$ cat src/radio_regs_params.svh
`ifndef RADIO_REGS_PARAMS_SVH
`define RADIO_REGS_PARAMS_SVH

// ****************************************************************
// bus geometry
// ****************************************************************
`define AV_ADDR_W 6
`define AV_DATA_W 32
`define AV_BE_W 4
`define REG_W 8

// ****************************************************************
// register indices, word addresses on the bus
// ****************************************************************
`define IDX_EVT_CLK_WAKE 6'h02
`define IDX_CUR_CHANNEL 6'h03
`define IDX_CFG_BASE 6'h04
`define IDX_INT_DIV 6'h04
`define IDX_FRAC_HIGH 6'h05
`define IDX_FRAC_MID 6'h06
`define IDX_FRAC_LOW 6'h07
`define IDX_DEV_HIGH 6'h08
`define IDX_DEV_LOW 6'h09
`define IDX_OFS_HIGH 6'h0a
`define IDX_OFS_LOW 6'h0b
`define IDX_IRQ_STATUS 6'h10
`define IDX_IRQ_MASK 6'h11

// ****************************************************************
// configuration byte slots, counted from the first synth register
// ****************************************************************
`define CFG_COUNT 8
`define SLOT_INT_DIV 0
`define SLOT_FRAC_HIGH 1
`define SLOT_FRAC_MID 2
`define SLOT_FRAC_LOW 3
`define SLOT_DEV_HIGH 4
`define SLOT_DEV_LOW 5
`define SLOT_OFS_HIGH 6
`define SLOT_OFS_LOW 7
`define CFG_RESET 8'h00

// ****************************************************************
// event bits of the sticky status and mask registers
// ****************************************************************
`define EVT_COUNT 3
`define EVT_RX_B 0
`define EVT_RX_A 1
`define EVT_WAKE_FAIL 2

// ****************************************************************
// interrupt cause codes
// ****************************************************************
`define CAUSE_NONE 2'h0
`define CAUSE_RX_B 2'h1
`define CAUSE_RX_A 2'h2
`define CAUSE_WAKE_FAIL 2'h3

`endif

$ cat src/radio_regs_pkg.sv
package radio_regs_pkg;

    // ************************************************************
    // shared types
    // ************************************************************
    typedef logic [1:0] code2_type;

    typedef enum logic [0:0]
    {
        BUS_IDLE = 1'b0,
        BUS_ACK = 1'b1
    } bus_state_type;

endpackage

$ cat src/irq_events.sv
`timescale 1ns/100ps
`include "radio_regs_params.svh"
module irq_events
(
    // clock and reset
    input wire logic i_sys_clk,
    input wire logic i_clk_en,
    input wire logic i_rst_n,
    // events, one-cycle pulses
    input wire logic [`EVT_COUNT-1:0] i_event,
    // software access
    input wire logic [`EVT_COUNT-1:0] i_clear,
    input wire logic i_mask_wr,
    input wire logic [`EVT_COUNT-1:0] i_mask_data,
    // state
    output logic [`EVT_COUNT-1:0] o_status,
    output logic [`EVT_COUNT-1:0] o_mask,
    output logic o_irq
);

    logic [`EVT_COUNT-1:0] status_ff;
    logic [`EVT_COUNT-1:0] mask_ff;
    logic irq_ff;
    logic [`EVT_COUNT-1:0] nxt_status;
    logic [`EVT_COUNT-1:0] nxt_mask;
    logic nxt_irq;

    // an event in the cycle of its clear still lands
    genvar g;
    generate
        for (g = 0; g < `EVT_COUNT; g++)
        begin : g_bit
            always_comb
            begin
                nxt_status[g] = i_event[g] | (status_ff[g] & ~i_clear[g]);
            end
        end
    endgenerate

    always_comb
    begin
        nxt_mask = i_mask_wr ? i_mask_data : mask_ff;
        nxt_irq = |(nxt_status & nxt_mask);
    end

    always_ff @(posedge i_sys_clk or negedge i_rst_n)
    begin
        if (!i_rst_n)
        begin
            status_ff <= '0;
            mask_ff <= '0;
            irq_ff <= 1'b0;
        end
        else if (i_clk_en)
        begin
            status_ff <= nxt_status;
            mask_ff <= nxt_mask;
            irq_ff <= nxt_irq;
        end
    end

    assign o_status = status_ff;
    assign o_mask = mask_ff;
    assign o_irq = irq_ff;

endmodule

$ cat src/radio_status_and_synth_regs.sv
// What this block does
// - Bits 7:6 of the event/clock/wake status give the pending cause: 11 wake failure, 10 profile A data, 01 profile B data, 00 none.
// - Bits 3:2 of that status show the digital clock source: 10 slow oscillator, 01 fast-wake oscillator, 00 crystal, 11 unused.
// - Bits 1:0 of that status show fast-wake progress: 11 done and failed, 10 done and good, 01 not started, 00 never calibrated.
// - Bits 3:2 of the channel status give profile A's channel: 10 base plus spacing, 01 base minus spacing, 00 base, 11 unused.
// - Bits 1:0 of the channel status give profile B's channel with the same coding.
// - The synthesizer takes its integer division ratio from the eight-bit integer divider register.
// - The 24-bit fraction is built from high byte 23:16, middle byte 15:8 and low byte 7:0.
// - The 16-bit FSK peak deviation is built from a high byte 15:8 and a low byte 7:0.
// - The 16-bit channel offset is built from two byte registers in the same way.
//
// Added by the designer: register access over Avalon-MM.
`timescale 1ns/100ps
`include "radio_regs_params.svh"
module radio_status_and_synth_regs
(
    // clock, enable and reset
    input wire logic i_sys_clk,
    input wire logic i_clk_en,
    input wire logic i_arst_n,
    // avalon-mm slave
    input wire logic [`AV_ADDR_W-1:0] i_avs_address,
    input wire logic i_avs_read,
    input wire logic i_avs_write,
    input wire logic [`AV_BE_W-1:0] i_avs_byteenable,
    input wire logic [`AV_DATA_W-1:0] i_avs_writedata,
    output logic [`AV_DATA_W-1:0] o_avs_readdata,
    output logic o_avs_waitrequest,
    // radio core state
    input wire radio_regs_pkg::code2_type i_clk_source,
    input wire radio_regs_pkg::code2_type i_wake_progress,
    input wire radio_regs_pkg::code2_type i_chan_a,
    input wire radio_regs_pkg::code2_type i_chan_b,
    // radio core events, one-cycle pulses
    input wire logic i_evt_rx_a,
    input wire logic i_evt_rx_b,
    input wire logic i_evt_wake_fail,
    // synthesizer settings
    output logic [`REG_W-1:0] o_synth_int,
    output logic [3*`REG_W-1:0] o_synth_frac,
    output logic [2*`REG_W-1:0] o_fsk_dev,
    output logic [2*`REG_W-1:0] o_chan_offset,
    // interrupt
    output logic o_irq
);

    import radio_regs_pkg::*;

    // ************************************************************
    // reset release
    // ************************************************************
    logic rst_n;

    reset_release u_reset_release
    (
        .i_sys_clk(i_sys_clk),
        .i_clk_en(i_clk_en),
        .i_arst_n(i_arst_n),
        .o_rst_n(rst_n)
    );

    // ************************************************************
    // decode helpers
    // ************************************************************
    function automatic logic reg_hit
    (
        input logic [`AV_ADDR_W-1:0] addr,
        input logic [`AV_ADDR_W-1:0] idx
    );
        return addr == idx;
    endfunction

    function automatic logic [`AV_ADDR_W-1:0] cfg_idx(input int slot);
        return `AV_ADDR_W'(`IDX_CFG_BASE + slot);
    endfunction

    // ************************************************************
    // bus handshake
    // ************************************************************
    bus_state_type state_ff;
    bus_state_type nxt_state;
    logic wait_ff;
    logic nxt_wait;
    logic [`AV_DATA_W-1:0] rdata_ff;
    logic [`AV_DATA_W-1:0] nxt_rdata;
    logic [`REG_W-1:0] read_byte;
    logic wr_commit;

    // a write only lands at the edge where waitrequest is seen low
    assign wr_commit = (state_ff == BUS_ACK) && i_avs_write
        && i_avs_byteenable[0];

    always_comb
    begin
        nxt_state = state_ff;
        nxt_wait = wait_ff;
        nxt_rdata = rdata_ff;
        case (state_ff)
            BUS_IDLE:
            begin
                if (i_avs_read || i_avs_write)
                begin
                    nxt_state = BUS_ACK;
                    nxt_wait = 1'b0;
                    if (i_avs_read)
                    begin
                        nxt_rdata = {{(`AV_DATA_W-`REG_W){1'b0}}, read_byte};
                    end
                end
            end
            BUS_ACK:
            begin
                nxt_state = BUS_IDLE;
                nxt_wait = 1'b1;
            end
            default:
            begin
                nxt_state = BUS_IDLE;
                nxt_wait = 1'b1;
            end
        endcase
    end

    always_ff @(posedge i_sys_clk or negedge rst_n)
    begin
        if (!rst_n)
        begin
            state_ff <= BUS_IDLE;
            wait_ff <= 1'b1;
            rdata_ff <= '0;
        end
        else if (i_clk_en)
        begin
            state_ff <= nxt_state;
            wait_ff <= nxt_wait;
            rdata_ff <= nxt_rdata;
        end
    end

    assign o_avs_waitrequest = wait_ff;
    assign o_avs_readdata = rdata_ff;

    // ************************************************************
    // synthesizer configuration bytes
    // ************************************************************
    logic [`REG_W-1:0] cfg_ff [`CFG_COUNT];
    logic [`REG_W-1:0] nxt_cfg [`CFG_COUNT];

    // range checks on the divider are the host's job; bytes are stored as is
    genvar g;
    generate
        for (g = 0; g < `CFG_COUNT; g++)
        begin : g_cfg
            always_comb
            begin
                nxt_cfg[g] = cfg_ff[g];
                if (wr_commit && reg_hit(i_avs_address, cfg_idx(g)))
                begin
                    nxt_cfg[g] = i_avs_writedata[`REG_W-1:0];
                end
            end
        end
    endgenerate

    always_ff @(posedge i_sys_clk or negedge rst_n)
    begin
        if (!rst_n)
        begin
            for (int i = 0; i < `CFG_COUNT; i++)
            begin
                cfg_ff[i] <= `CFG_RESET;
            end
        end
        else if (i_clk_en)
        begin
            for (int i = 0; i < `CFG_COUNT; i++)
            begin
                cfg_ff[i] <= nxt_cfg[i];
            end
        end
    end

    // ************************************************************
    // applied synthesizer words
    // ************************************************************
    // multi-byte words move only when their low byte is written, so the
    // synthesizer never sees a half-updated fraction or offset
    logic [`REG_W-1:0] int_ff;
    logic [3*`REG_W-1:0] frac_ff;
    logic [2*`REG_W-1:0] dev_ff;
    logic [2*`REG_W-1:0] ofs_ff;
    logic [`REG_W-1:0] nxt_int;
    logic [3*`REG_W-1:0] nxt_frac;
    logic [2*`REG_W-1:0] nxt_dev;
    logic [2*`REG_W-1:0] nxt_ofs;

    always_comb
    begin
        nxt_int = nxt_cfg[`SLOT_INT_DIV];
        nxt_frac = frac_ff;
        nxt_dev = dev_ff;
        nxt_ofs = ofs_ff;
        if (wr_commit && reg_hit(i_avs_address, `IDX_FRAC_LOW))
        begin
            nxt_frac = {cfg_ff[`SLOT_FRAC_HIGH], cfg_ff[`SLOT_FRAC_MID],
                nxt_cfg[`SLOT_FRAC_LOW]};
        end
        if (wr_commit && reg_hit(i_avs_address, `IDX_DEV_LOW))
        begin
            nxt_dev = {cfg_ff[`SLOT_DEV_HIGH],
                nxt_cfg[`SLOT_DEV_LOW]};
        end
        if (wr_commit && reg_hit(i_avs_address, `IDX_OFS_LOW))
        begin
            nxt_ofs = {cfg_ff[`SLOT_OFS_HIGH],
                nxt_cfg[`SLOT_OFS_LOW]};
        end
    end

    always_ff @(posedge i_sys_clk or negedge rst_n)
    begin
        if (!rst_n)
        begin
            int_ff <= `CFG_RESET;
            frac_ff <= '0;
            dev_ff <= '0;
            ofs_ff <= '0;
        end
        else if (i_clk_en)
        begin
            int_ff <= nxt_int;
            frac_ff <= nxt_frac;
            dev_ff <= nxt_dev;
            ofs_ff <= nxt_ofs;
        end
    end

    assign o_synth_int = int_ff;
    assign o_synth_frac = frac_ff;
    assign o_fsk_dev = dev_ff;
    assign o_chan_offset = ofs_ff;

    // ************************************************************
    // events and interrupt
    // ************************************************************
    logic [`EVT_COUNT-1:0] evt_in;
    logic [`EVT_COUNT-1:0] evt_clear;
    logic [`EVT_COUNT-1:0] evt_status;
    logic [`EVT_COUNT-1:0] evt_mask;
    logic mask_wr;
    code2_type cause;

    always_comb
    begin
        evt_in = '0;
        evt_in[`EVT_RX_A] = i_evt_rx_a;
        evt_in[`EVT_RX_B] = i_evt_rx_b;
        evt_in[`EVT_WAKE_FAIL] = i_evt_wake_fail;
        evt_clear = '0;
        if (wr_commit && reg_hit(i_avs_address, `IDX_IRQ_STATUS))
        begin
            evt_clear = i_avs_writedata[`EVT_COUNT-1:0];
        end
        mask_wr = wr_commit && reg_hit(i_avs_address, `IDX_IRQ_MASK);
    end

    irq_events u_irq_events
    (
        .i_sys_clk(i_sys_clk),
        .i_clk_en(i_clk_en),
        .i_rst_n(rst_n),
        .i_event(evt_in),
        .i_clear(evt_clear),
        .i_mask_wr(mask_wr),
        .i_mask_data(i_avs_writedata[`EVT_COUNT-1:0]),
        .o_status(evt_status),
        .o_mask(evt_mask),
        .o_irq(o_irq)
    );

    // a wake failure outranks pending receive data; the cause drops to
    // the next pending event once the higher one is cleared
    always_comb
    begin
        if (evt_status[`EVT_WAKE_FAIL])
        begin
            cause = `CAUSE_WAKE_FAIL;
        end
        else if (evt_status[`EVT_RX_A])
        begin
            cause = `CAUSE_RX_A;
        end
        else if (evt_status[`EVT_RX_B])
        begin
            cause = `CAUSE_RX_B;
        end
        else
        begin
            cause = `CAUSE_NONE;
        end
    end

    // ************************************************************
    // read multiplexer
    // ************************************************************
    always_comb
    begin
        read_byte = '0;
        case (i_avs_address)
            `IDX_EVT_CLK_WAKE:
            begin
                read_byte = {cause, 2'h0, i_clk_source,
                    i_wake_progress};
            end
            `IDX_CUR_CHANNEL:
            begin
                read_byte = {4'h0, i_chan_a, i_chan_b};
            end
            `IDX_INT_DIV:
            begin
                read_byte = cfg_ff[`SLOT_INT_DIV];
            end
            `IDX_FRAC_HIGH:
            begin
                read_byte = cfg_ff[`SLOT_FRAC_HIGH];
            end
            `IDX_FRAC_MID:
            begin
                read_byte = cfg_ff[`SLOT_FRAC_MID];
            end
            `IDX_FRAC_LOW:
            begin
                read_byte = cfg_ff[`SLOT_FRAC_LOW];
            end
            `IDX_DEV_HIGH:
            begin
                read_byte = cfg_ff[`SLOT_DEV_HIGH];
            end
            `IDX_DEV_LOW:
            begin
                read_byte = cfg_ff[`SLOT_DEV_LOW];
            end
            `IDX_OFS_HIGH:
            begin
                read_byte = cfg_ff[`SLOT_OFS_HIGH];
            end
            `IDX_OFS_LOW:
            begin
                read_byte = cfg_ff[`SLOT_OFS_LOW];
            end
            `IDX_IRQ_STATUS:
            begin
                read_byte = {{(`REG_W-`EVT_COUNT){1'b0}}, evt_status};
            end
            `IDX_IRQ_MASK:
            begin
                read_byte = {{(`REG_W-`EVT_COUNT){1'b0}}, evt_mask};
            end
            default:
            begin
                read_byte = '0;
            end
        endcase
    end

endmodule

$ cat src/reset_release.sv
`timescale 1ns/100ps
module reset_release
(
    // clock
    input wire logic i_sys_clk,
    input wire logic i_clk_en,
    // reset
    input wire logic i_arst_n,
    output logic o_rst_n
);

    logic meta_ff;
    logic sync_ff;
    logic nxt_meta;
    logic nxt_sync;

    always_comb
    begin
        nxt_meta = 1'b1;
        nxt_sync = meta_ff;
    end

    // assertion is immediate, release takes two enabled edges
    always_ff @(posedge i_sys_clk or negedge i_arst_n)
    begin
        if (!i_arst_n)
        begin
            meta_ff <= 1'b0;
            sync_ff <= 1'b0;
        end
        else if (i_clk_en)
        begin
            meta_ff <= nxt_meta;
            sync_ff <= nxt_sync;
        end
    end

    assign o_rst_n = sync_ff;

endmodule

$ cat config.mk
export PLATFORM = sky130hd
export DESIGN_NAME = radio_status_and_synth_regs
export DESIGN_NICKNAME = d
export VERILOG_FILES = /design/src/radio_regs_pkg.sv /design/src/irq_events.sv /design/src/radio_status_and_synth_regs.sv /design/src/reset_release.sv
export VERILOG_INCLUDE_DIRS = /design/src
export SDC_FILE = /design/constraint.sdc
export NUM_CORES = 1
export LEC_CHECK = 0
export BUFFER_PORTS_ARGS = -buffer_cell sky130_fd_sc_hd__buf_2
export CAP_MARGIN = 0
export CORE_UTILIZATION = 50
export CTS_BUF_LIST = sky130_fd_sc_hd__clkbuf_8
export DETAILED_ROUTE_END_ITERATION = 12
export PLACE_DENSITY = 0.85
export REMOVE_ABC_BUFFERS = 1
export SLEW_MARGIN = 15
export SYNTH_ARGS = -nofsm -noshare
export SYNTH_HDL_FRONTEND = slang
export SYNTH_HIERARCHICAL = 1
export SYNTH_SLANG_ARGS = --single-unit
$ cat constraint.sdc
create_clock -name i_sys_clk -period 6 [get_ports i_sys_clk]
set_input_delay 0.6 -clock i_sys_clk [delete_from_list [all_inputs] [get_ports i_sys_clk]]
set_output_delay 0.6 -clock i_sys_clk [all_outputs]
set_load 0.005 [all_outputs]
### Word level (Yosys, flattened, before mapping)

Cells that the tools add are included.

* equal/unequal tests: 13
* muxes and demuxes: 14
* bitwise logic cells: 11
* reductions and logical operators: 24

Operators by type and width (count)
* $pmux 8 s12: 1
* $mux 8: 4
* $eq 6x3->1 const B: 4
* $eq 6x4->1 const B: 4
* $reduce_and 2->1: 9
* $eq 6x2->1 const B: 2
* $eq 6x5->1 const B: 2
* $logic_and 1x1->1: 12
* $mux 3: 2
* $mux 2: 2
* $not 1->1: 4
* $pmux 1 s2: 2
* $reduce_and 4->1: 1
* $and 1x1->1: 3
* $and 3x3->3: 1
* $mux 1: 3
* $or 1x1->1: 3
* $reduce_or 3->1: 1
* $ne 2x2->1 const B: 1
* $logic_or 1x1->1: 1

* bits in registers: 139
* bits of input ports: 58
* output and inout port bits: 98
* word-level logic and storage cells: 81

### Logic depth before layout (Yosys ltp)

Gate-level depths: netlist (run 1).

* depth in word-level cells: 9
* mapped depth: 8
* gate-level depth less buffers: 6

### Hierarchy

The synthesis (run 1) kept the hierarchy.

By module, submodules not included
* radio_status_and_synth_regs: instances 1, cells an instance 420, area each 5958.2 um^2, seq. area each 3254.4 um^2
* irq_events: instances 1, cells an instance 30, area each 337.8 um^2, seq. area each 175.2 um^2
* reset_release: instances 1, cells an instance 4, area each 71.3 um^2, seq. area each 50.0 um^2

### Worst setup path after synthesis (run 1)

No wires, ideal clock.

* kind: reg-to-reg
* start: register, netlist name u_reset_release/o_rst_n
* end: register u_reset_release.sync_ff (netlist: u_reset_release/o_rst_n)
* setup time: 0.085 ns
* data arrival time: 3.747 ns
* data required time: 5.915 ns
* setup slack: 2.168 ns
* cell stages (with the launch flop): 2
* path buffers: 0
* clock period less this slack: 3.832 ns
* cells stage by stage: dfrtp_1 -> mux2_4

RTL lines
* end signal, assigned: line reset_release.sv:34 `sync_ff <= nxt_sync;`
* end, declared: line reset_release.sv:13 `logic sync_ff;`

### Final worst setup path (run 1)

* start: input i_avs_address[1]
* end: register u_irq_events.irq_ff (netlist: u_irq_events/o_irq)

* elaborated cells on any way between the ends: 17
* classes of those cells: eq/ne: 2; mux: 2; bitwise: 10; reduce/logical: 3

RTL lines
* start, declared: line radio_status_and_synth_regs.sv:22 `` input wire logic [`AV_ADDR_W-1:0] i_avs_address, ``
* $eq 6x5->1: line radio_status_and_synth_regs.sv:70 `return addr == idx;`
* $logic_and 1x1->1: line radio_status_and_synth_regs.sv:264 `` mask_wr = wr_commit && reg_hit(i_avs_address, `IDX_IRQ_MASK); ``
* named net mask_wr: line radio_status_and_synth_regs.sv:250 `logic mask_wr;`
* $mux 3: line irq_events.sv:42 `nxt_mask = i_mask_wr ? i_mask_data : mask_ff;`
* $and 3x3->3: line irq_events.sv:43 `nxt_irq = |(nxt_status & nxt_mask);`
* $reduce_or 3->1: line irq_events.sv:43
* end signal, assigned: line irq_events.sv:58 `irq_ff <= nxt_irq;`
* end, declared: line irq_events.sv:23 `logic irq_ff;`

The timed path passes the listed nets, and every way through them passes these cells.
A chain may end at the register's enable or synchronous reset.

==> results of run 1 <==
-- state kept, by name (all words and copies together), names as in the netlist --
signal and count:
o_synth_frac 24, u_reset_release/o_rst_n 1, o_chan_offset 16, state_ff 1, o_synth_int 8, o_fsk_dev 16
cfg_ff 56, u_irq_events/o_status 3, o_avs_waitrequest 1, u_irq_events/o_irq 1, o_avs_readdata 8, u_reset_release/meta_ff 1
u_irq_events/o_mask 3
-- logic make-up after synthesis --
| group | count (synthesis) | share of synthesized area |
|---|---|---|
| mux | 145 | 0.275 |
| flops | 139 | 0.546 |
| simple gates | 66 | 0.0670 |
| buf+inv | 62 | 0.0645 |
| compound gates | 41 | 0.0464 |
| other cells | 1 | 0.000589 |
-- cell usage in the layout (no fill, tap or decap), types with 3 or more instances in the layout --
cell       synthesis  routed
a21oi_1            5       5
a22o_1             4       4
a22oi_1            4       4
a32oi_1            5       5
and2_1             3       3
and3_1             4       4
buf_2             10     104
buf_4             38       4
bufinv_16          0       3
clkbuf_8           0      21
conb_1             1      24
dfrtp_1          138     137
inv_1              1       6
mux2_2           124     124
mux2i_1            7       7
mux4_2            11      11
nand2_1           13      13
nand2b_1           3       3
nand3_1            4       4
nor2_1             8       8
nor2b_1            5       5
nor3_1             5       5
o21ai_0            7       7
-- final cells by class --
| cell class | instances | area share |
|---|---|---|
| sequential | 139 | 0.481 |
| inverter | 1 | 0.000518 |
| multi-input combinational | 276 | 0.355 |
| clock inverter | 11 | 0.0176 |
| tap | 168 | 0.0290 |
| timing repair buffer | 109 | 0.0774 |
| clock buffer | 21 | 0.0399 |
-- how the worst max path moves through the flow --
| stage | slack (ns) | startpoint | end | cells past startpoint |
|---|---|---|---|---|
| 6_report | 3.15 | i_avs_address[1] | u_irq_events/o_irq$_DFFE_PN0P_ | 7 |
| 5_1_grt | 3.04 | i_avs_address[5] | o_synth_frac[12]$_DFFE_PN0P_ | 5 |
| 4_1_cts | 3.20 | i_avs_address[5] | cfg_ff[16]$_DFFE_PN0P_ | 5 |
| 3_5_place_dp | 2.71 | i_avs_address[5] | cfg_ff[16]$_DFFE_PN0P_ | 5 |
| 3_3_place_gp | 2.76 | i_avs_address[5] | o_fsk_dev[4]$_DFFE_PN0P_ | 5 |
| 2_1_floorplan | 1.82 | u_reset_release/o_rst_n$_DFFE_PN0P_ | cfg_ff[0]$_DFFE_PN0P_ | 0 |
-- layer usage --
layer	part of all wire	GRT usage
met5	0	0
met4	0.018	0.104
met3	0.053	0.0575
met2	0.48	0.359
met1	0.44	0.306
-- power groups by stage --
| stage | clock [W] | sequential, W | combinational (W) |
|---|---|---|---|
| floorplan | 0 | 0.000990 | 0.0000460 |
| global placement | 0 | 0.000991 | 0.0000947 |
| detailed placement | 0 | 0.000993 | 0.0000990 |
| CTS | 0.000802 | 0.000975 | 0.0000999 |
| global route | 0.000847 | 0.000978 | 0.000110 |
| finish | 0.000786 | 0.000975 | 0.000100 |
-- what timing repair did --
action                    4_1_cts  5_1_grt
hold endpoints to repair        2        0
resized for setup               0        0
hold buffers                    1        0
-- metrics by stage --
step	area, um^2	power (W)	hold slack [ns]	worst slack [ns]	instances
2_1_floorplan	6050	0.00104	0.304	1.82	416
3_3_place_gp	6820	0.00109	0.384	2.76	692
3_5_place_dp	6820	0.00109	0.386	2.71	692
4_1_cts	7240	0.00188	0.377	3.20	725
5_1_grt	7240	0.00193	0.394	3.04	725
6_report	7240	0.00186	0.407	3.15	725
==> results.yml, run 1 <==
cts:
  clk_pin_slew_ns: 0.07
  insertion_delay_ns: 0.44
  cts_buffers: 17
  cts.sinks: 139
  cts_tree: "built"
  root_buffer: "clkbuf_8"
  ctsHtreeMaxLevel: 4
  post_cts_buffers: 0
  clockBufferDepth: 2
routing:
  wl_mm: 13.8
  drtIter0Drc: 268
  wire_per_inst_um: 19.0
  drt-vias-per-instance: 5.54
  first_pass_iters: 4
  antenna_left: 0
  drt_drc_violations_left: 0
  vias: 4015
die:
  die_w_um: 115
  pin_count: 156
  dieArea_mm2: 0.0132
  core.rowCount: 40
  die-height_um: 115
  core_area_mm2: 0.0122
  initial_core_util: 0.521
critical_path:
  worst-path-buf-inv: 2
  critical-path-top-delay-family: "simple AND/OR/NAND/NOR gates"
  cp_data_required_time_ns: 6.31
  cp.arrival_ns: 3.17
  critPathKind: "in -> reg"
  path_cells: "buf_2 -> buf_4 -> or4b_1 -> nor4b_1 -> mux2i_1 -> o2bb2ai_1 -> a31oi_1"
  rrSetupSlack_ns: 3.50
  endpoint_kind: "flip-flop"
  r2r_end: "o_fsk_dev[10]$_DFFE_PN0P_"
  cp_slowest_cell: "nor4b_1"
  slowest_delay_ns: 0.89
  worstSetupStartpointType: "input pin"
  crit_fanout: 26
  worst-r2r-cell-count: 4
  timing.rr.start: "state_ff$_DFFE_PN0P_"
min_path:
  min_to: "u_irq_events/o_status[2]$_DFFE_PN0P_"
  min_delay_path_depth: 2
  hp-start: "i_evt_wake_fail"
  min_path_type: "in -> reg"
logic_synthesis:
  yosysTopAreaCellShare: 0.542
  synth_edf_count: 0
  yosys.area.top_type: "dfrtp_1"
  async_flop_share: 1.00
  yosys_warnings: 6
  synth-seq-area-share: 0.546
  yosys.cell_types.count: 54
  ys_seq_elements: 139
  netlist_area_mm2: 0.00637
  synth_most_common_cell: "dfrtp_1"
  synth_common_cells: "138 x dfrtp_1, 124 x mux2_2, 38 x buf_4"
  yosys-top-cells-area: "dfrtp_1 54%, mux2_2 22%, buf_4 4.5%"
  synthCells: 454
  avgSynthCellArea_um2: 14.0
  synth-main-ff-cell: "dfrtp_1"
layout:
  diodes: 0
  nNetsFinal: 602
  final_layout_size_suffix_gt1_frac: 0.515
  fin_util: 0.593
  nFillCells: 995
  regArea_mm2: 0.00348
  syn_to_final_growth_pct: 13.8
  multi_input_area_mm2: 0.00257
sta:
  hold_viol: 0
  max_freq_mhz: 351
  rsz0062_at_grt: "no"
  fin_crit_sh: 0.475
  tns_ns: 0
  tightest_slew_ns: 1.04
  max_slew_margin: 0.304
  finalSetupViolations: 0
  drv_slew: 0
  skew_ns: 0.0127
  fin_crit_ns: 2.85
global_routing:
  overflow: 0
  grt_usage: 0.230
  grt_max_degree: 76
  first_global_vias: 4104
  grt_pass1_wl_mm: 22.3
  antenna_found_initial: 0
pwr:
  power_frac_comb: 0.054
  p_sw_w: 0.000407
  p_int_w: 0.00145
  p_sw_frac: 0.219
  clock_power_share: 0.422
  leakagePower_nw: 3.78
  sequentialPowerShare: 0.524
  power_density_mw_per_mm2: 257
  irDropWorstVdd_v: 0.000111
placed_design:
  hpwl_mm: 8.96
  io_buffers: 104
  gp_congestion: 0.846
status:
  status: "complete, no violations"
job:
  cap_violations: 0
Note: power is estimated with default switching activity, not from simulation.
==> inputs of run 2 (changes only) <==
==> constraint.sdc (replaced) <==
create_clock -name i_sys_clk -period 2.65 [get_ports i_sys_clk]
set_input_delay 0.265 -clock i_sys_clk [delete_from_list [all_inputs] [get_ports i_sys_clk]]
set_output_delay 0.265 -clock i_sys_clk [all_outputs]
set_load 0.005 [all_outputs]
==> run 2 against run 1 <==
  * Sequential cell count did not move
  * Clock skew fell by 0.0060 ns
  * Combinational power up 130%
  * Worst setup slack lost 2.5 ns
  * Critical endpoint is now o_synth_frac[10]$_DFFE_PN0P_
==> results.yml, run 2 (synthesis gave the netlist of run 1 again) <==
pwr:
  sequentialPowerShare: 0.500
  clock_power_share: 0.447
  p_sw_frac: 0.215
  power_frac_comb: 0.053
  p_int_w: 0.00347
  leakagePower_nw: 3.87
  irDropWorstVdd_v: 0.000300
  p_sw_w: 0.000952
  power_density_mw_per_mm2: 594
routing:
  drt-vias-per-instance: 5.49
  vias: 4065
  first_pass_iters: 4
  drt_drc_violations_left: 0
  drtIter0Drc: 218
  wl_mm: 14.5
  wire_per_inst_um: 19.5
  antenna_left: 0
die:
  dieArea_mm2: 0.0132
  die_w_um: 115
  pin_count: 156
  core.rowCount: 40
  die-height_um: 115
  initial_core_util: 0.521
  core_area_mm2: 0.0122
cts:
  clockBufferDepth: 2
  root_buffer: "clkbuf_8"
  cts_buffers: 17
  insertion_delay_ns: 0.45
  cts.sinks: 139
  ctsHtreeMaxLevel: 4
  cts_tree: "built"
  clk_pin_slew_ns: 0.07
global_routing:
  antenna_found_initial: 0
  grt_max_degree: 138
  grt_usage: 0.236
  grt_pass1_wl_mm: 23.1
  first_global_vias: 4234
  overflow: 0
critical_path:
  r2r_end: "o_synth_frac[10]$_DFFE_PN0P_"
  endpoint_kind: "flip-flop"
  worst-r2r-cell-count: 5
  timing.rr.start: "state_ff$_DFFE_PN0P_"
  rrSetupSlack_ns: 0.65
  critPathKind: "reg -> reg"
  cp.arrival_ns: 2.33
  crit_fanout: 8
  worstSetupStartpointType: "flip-flop"
  cp-endpoint: "o_synth_frac[10]$_DFFE_PN0P_"
  startpoint: "state_ff$_DFFE_PN0P_"
  cp_data_required_time_ns: 2.98
sta:
  rsz0062_at_grt: "no"
  tns_ns: 0
  skew_ns: 0.00668
  hold_viol: 0
  max_slew_margin: 0.499
  drv_slew: 0
  fin_crit_sh: 0.754
  whs_ns: 0.0663
  finalSetupViolations: 0
  fin_crit_ns: 2.00
  max_freq_mhz: 501
  tightest_slew_ns: 0.752
min_path:
  min_path_type: "in -> reg"
layout:
  nNetsFinal: 617
  diodes: 0
  final_common_cell: "dfrtp_1"
  largest_reg_flops: 56
  final_layout_size_suffix_gt1_frac: 0.537
  top_register: "cfg_ff"
  syn_to_final_growth_pct: 16.9
  layout.cells.non_filler: 740
  final_cell_mix: "137 x dfrtp_1, 124 x mux2_2, 104 x buf_2"
placed_design:
  io_buffers: 104
  placed_cells: 707
  gp_congestion: 0.855
  hpwl_mm: 9.86
status:
  status: "complete, no violations"
job:
  cap_violations: 0
==> run 2: changes by cell type in the layout (fill, tap and decap cells not counted), moves of 2 or more <==
cell | before | now
clkinv_2 | 2 | 4
bufinv_16 | 3 | 5
buf_12 | 0 | 3
clkinvlp_4 | 0 | 3
buf_4 | 4 | 16
inv_1 | 6 | 1
==> run 2: power groups by stage <==
| stage | registers (W) | logic, W | clock network (W) |
|---|---|---|---|
| 3_3_place_gp | 0.00225 | 0.000223 | 0 |
| 3_5_place_dp | 0.00225 | 0.000230 | 0 |
| 4_1_cts | 0.00221 | 0.000233 | 0.00202 |
| 2_1_floorplan | 0.00224 | 0.000104 | 0 |
| 6_report | 0.00221 | 0.000234 | 0.00198 |
| 5_1_grt | 0.00221 | 0.000256 | 0.00213 |
==> run 2: timing repair <==
| item | 4_1_cts | 5_1_grt |
|---|---|---|
| setup buffers | 0 | 0 |
| endpoints found under the hold margin | 2 | 0 |
| resized for setup | 0 | 0 |
| hold buffers | 1 | 0 |
==> run 2: metal layers <==
layer	up-vias	track usage	share of wire
li1	1801	-	-
met1	2077	0.307	0.42
met2	162	0.376	0.49
met3	25	0.0585	0.063
met4	0	0.107	0.025
met5	-	0	0
==> run 2: final cells by class <==
class / count / area (um^2)
tap: 168 / 210
sequential: 139 / 3480
clock buffer: 20 / 275
multi-input combinational: 276 / 2570
clock inverter: 12 / 193
fill: 958 / 4770
timing repair buffer: 124 / 711
inverter: 1 / 3.75
==> run 2: worst min path at each step <==
stage	cells after the start	slack (ns)	end	startpoint
6_report	2	0.07	u_irq_events/o_status[2]$_DFFE_PN0P_	i_evt_wake_fail
5_1_grt	2	0.05	u_irq_events/o_status[2]$_DFFE_PN0P_	i_evt_wake_fail
4_1_cts	2	0.04	u_irq_events/o_status[2]$_DFFE_PN0P_	i_evt_wake_fail
3_5_place_dp	1	0.05	u_reset_release/o_rst_n$_DFFE_PN0P_	i_arst_n
3_3_place_gp	1	0.05	u_reset_release/meta_ff$_DFFE_PN0P_	i_arst_n
2_1_floorplan	0	-0.03	u_reset_release/meta_ff$_DFFE_PN0P_	i_arst_n
==> run 2: critical path: stages, from the launching register on <==
cell and delay (ns):
dfrtp_1 0.41, and4_1 0.41, nand2_1 0.18, nor2_4 0.29, buf_4 0.25, mux2_2 0.35
==> run 2: stage by stage <==
step           area, um^2   util  power (W)  setup WS, ns
2_1_floorplan        6050      -    0.00235         -1.53
3_3_place_gp         6970  0.570    0.00247         0.505
3_5_place_dp         6970  0.570    0.00248         0.460
4_1_cts              7440  0.610    0.00446         0.652
5_1_grt              7440  0.610    0.00460         0.560
6_report             7440  0.610    0.00442         0.653
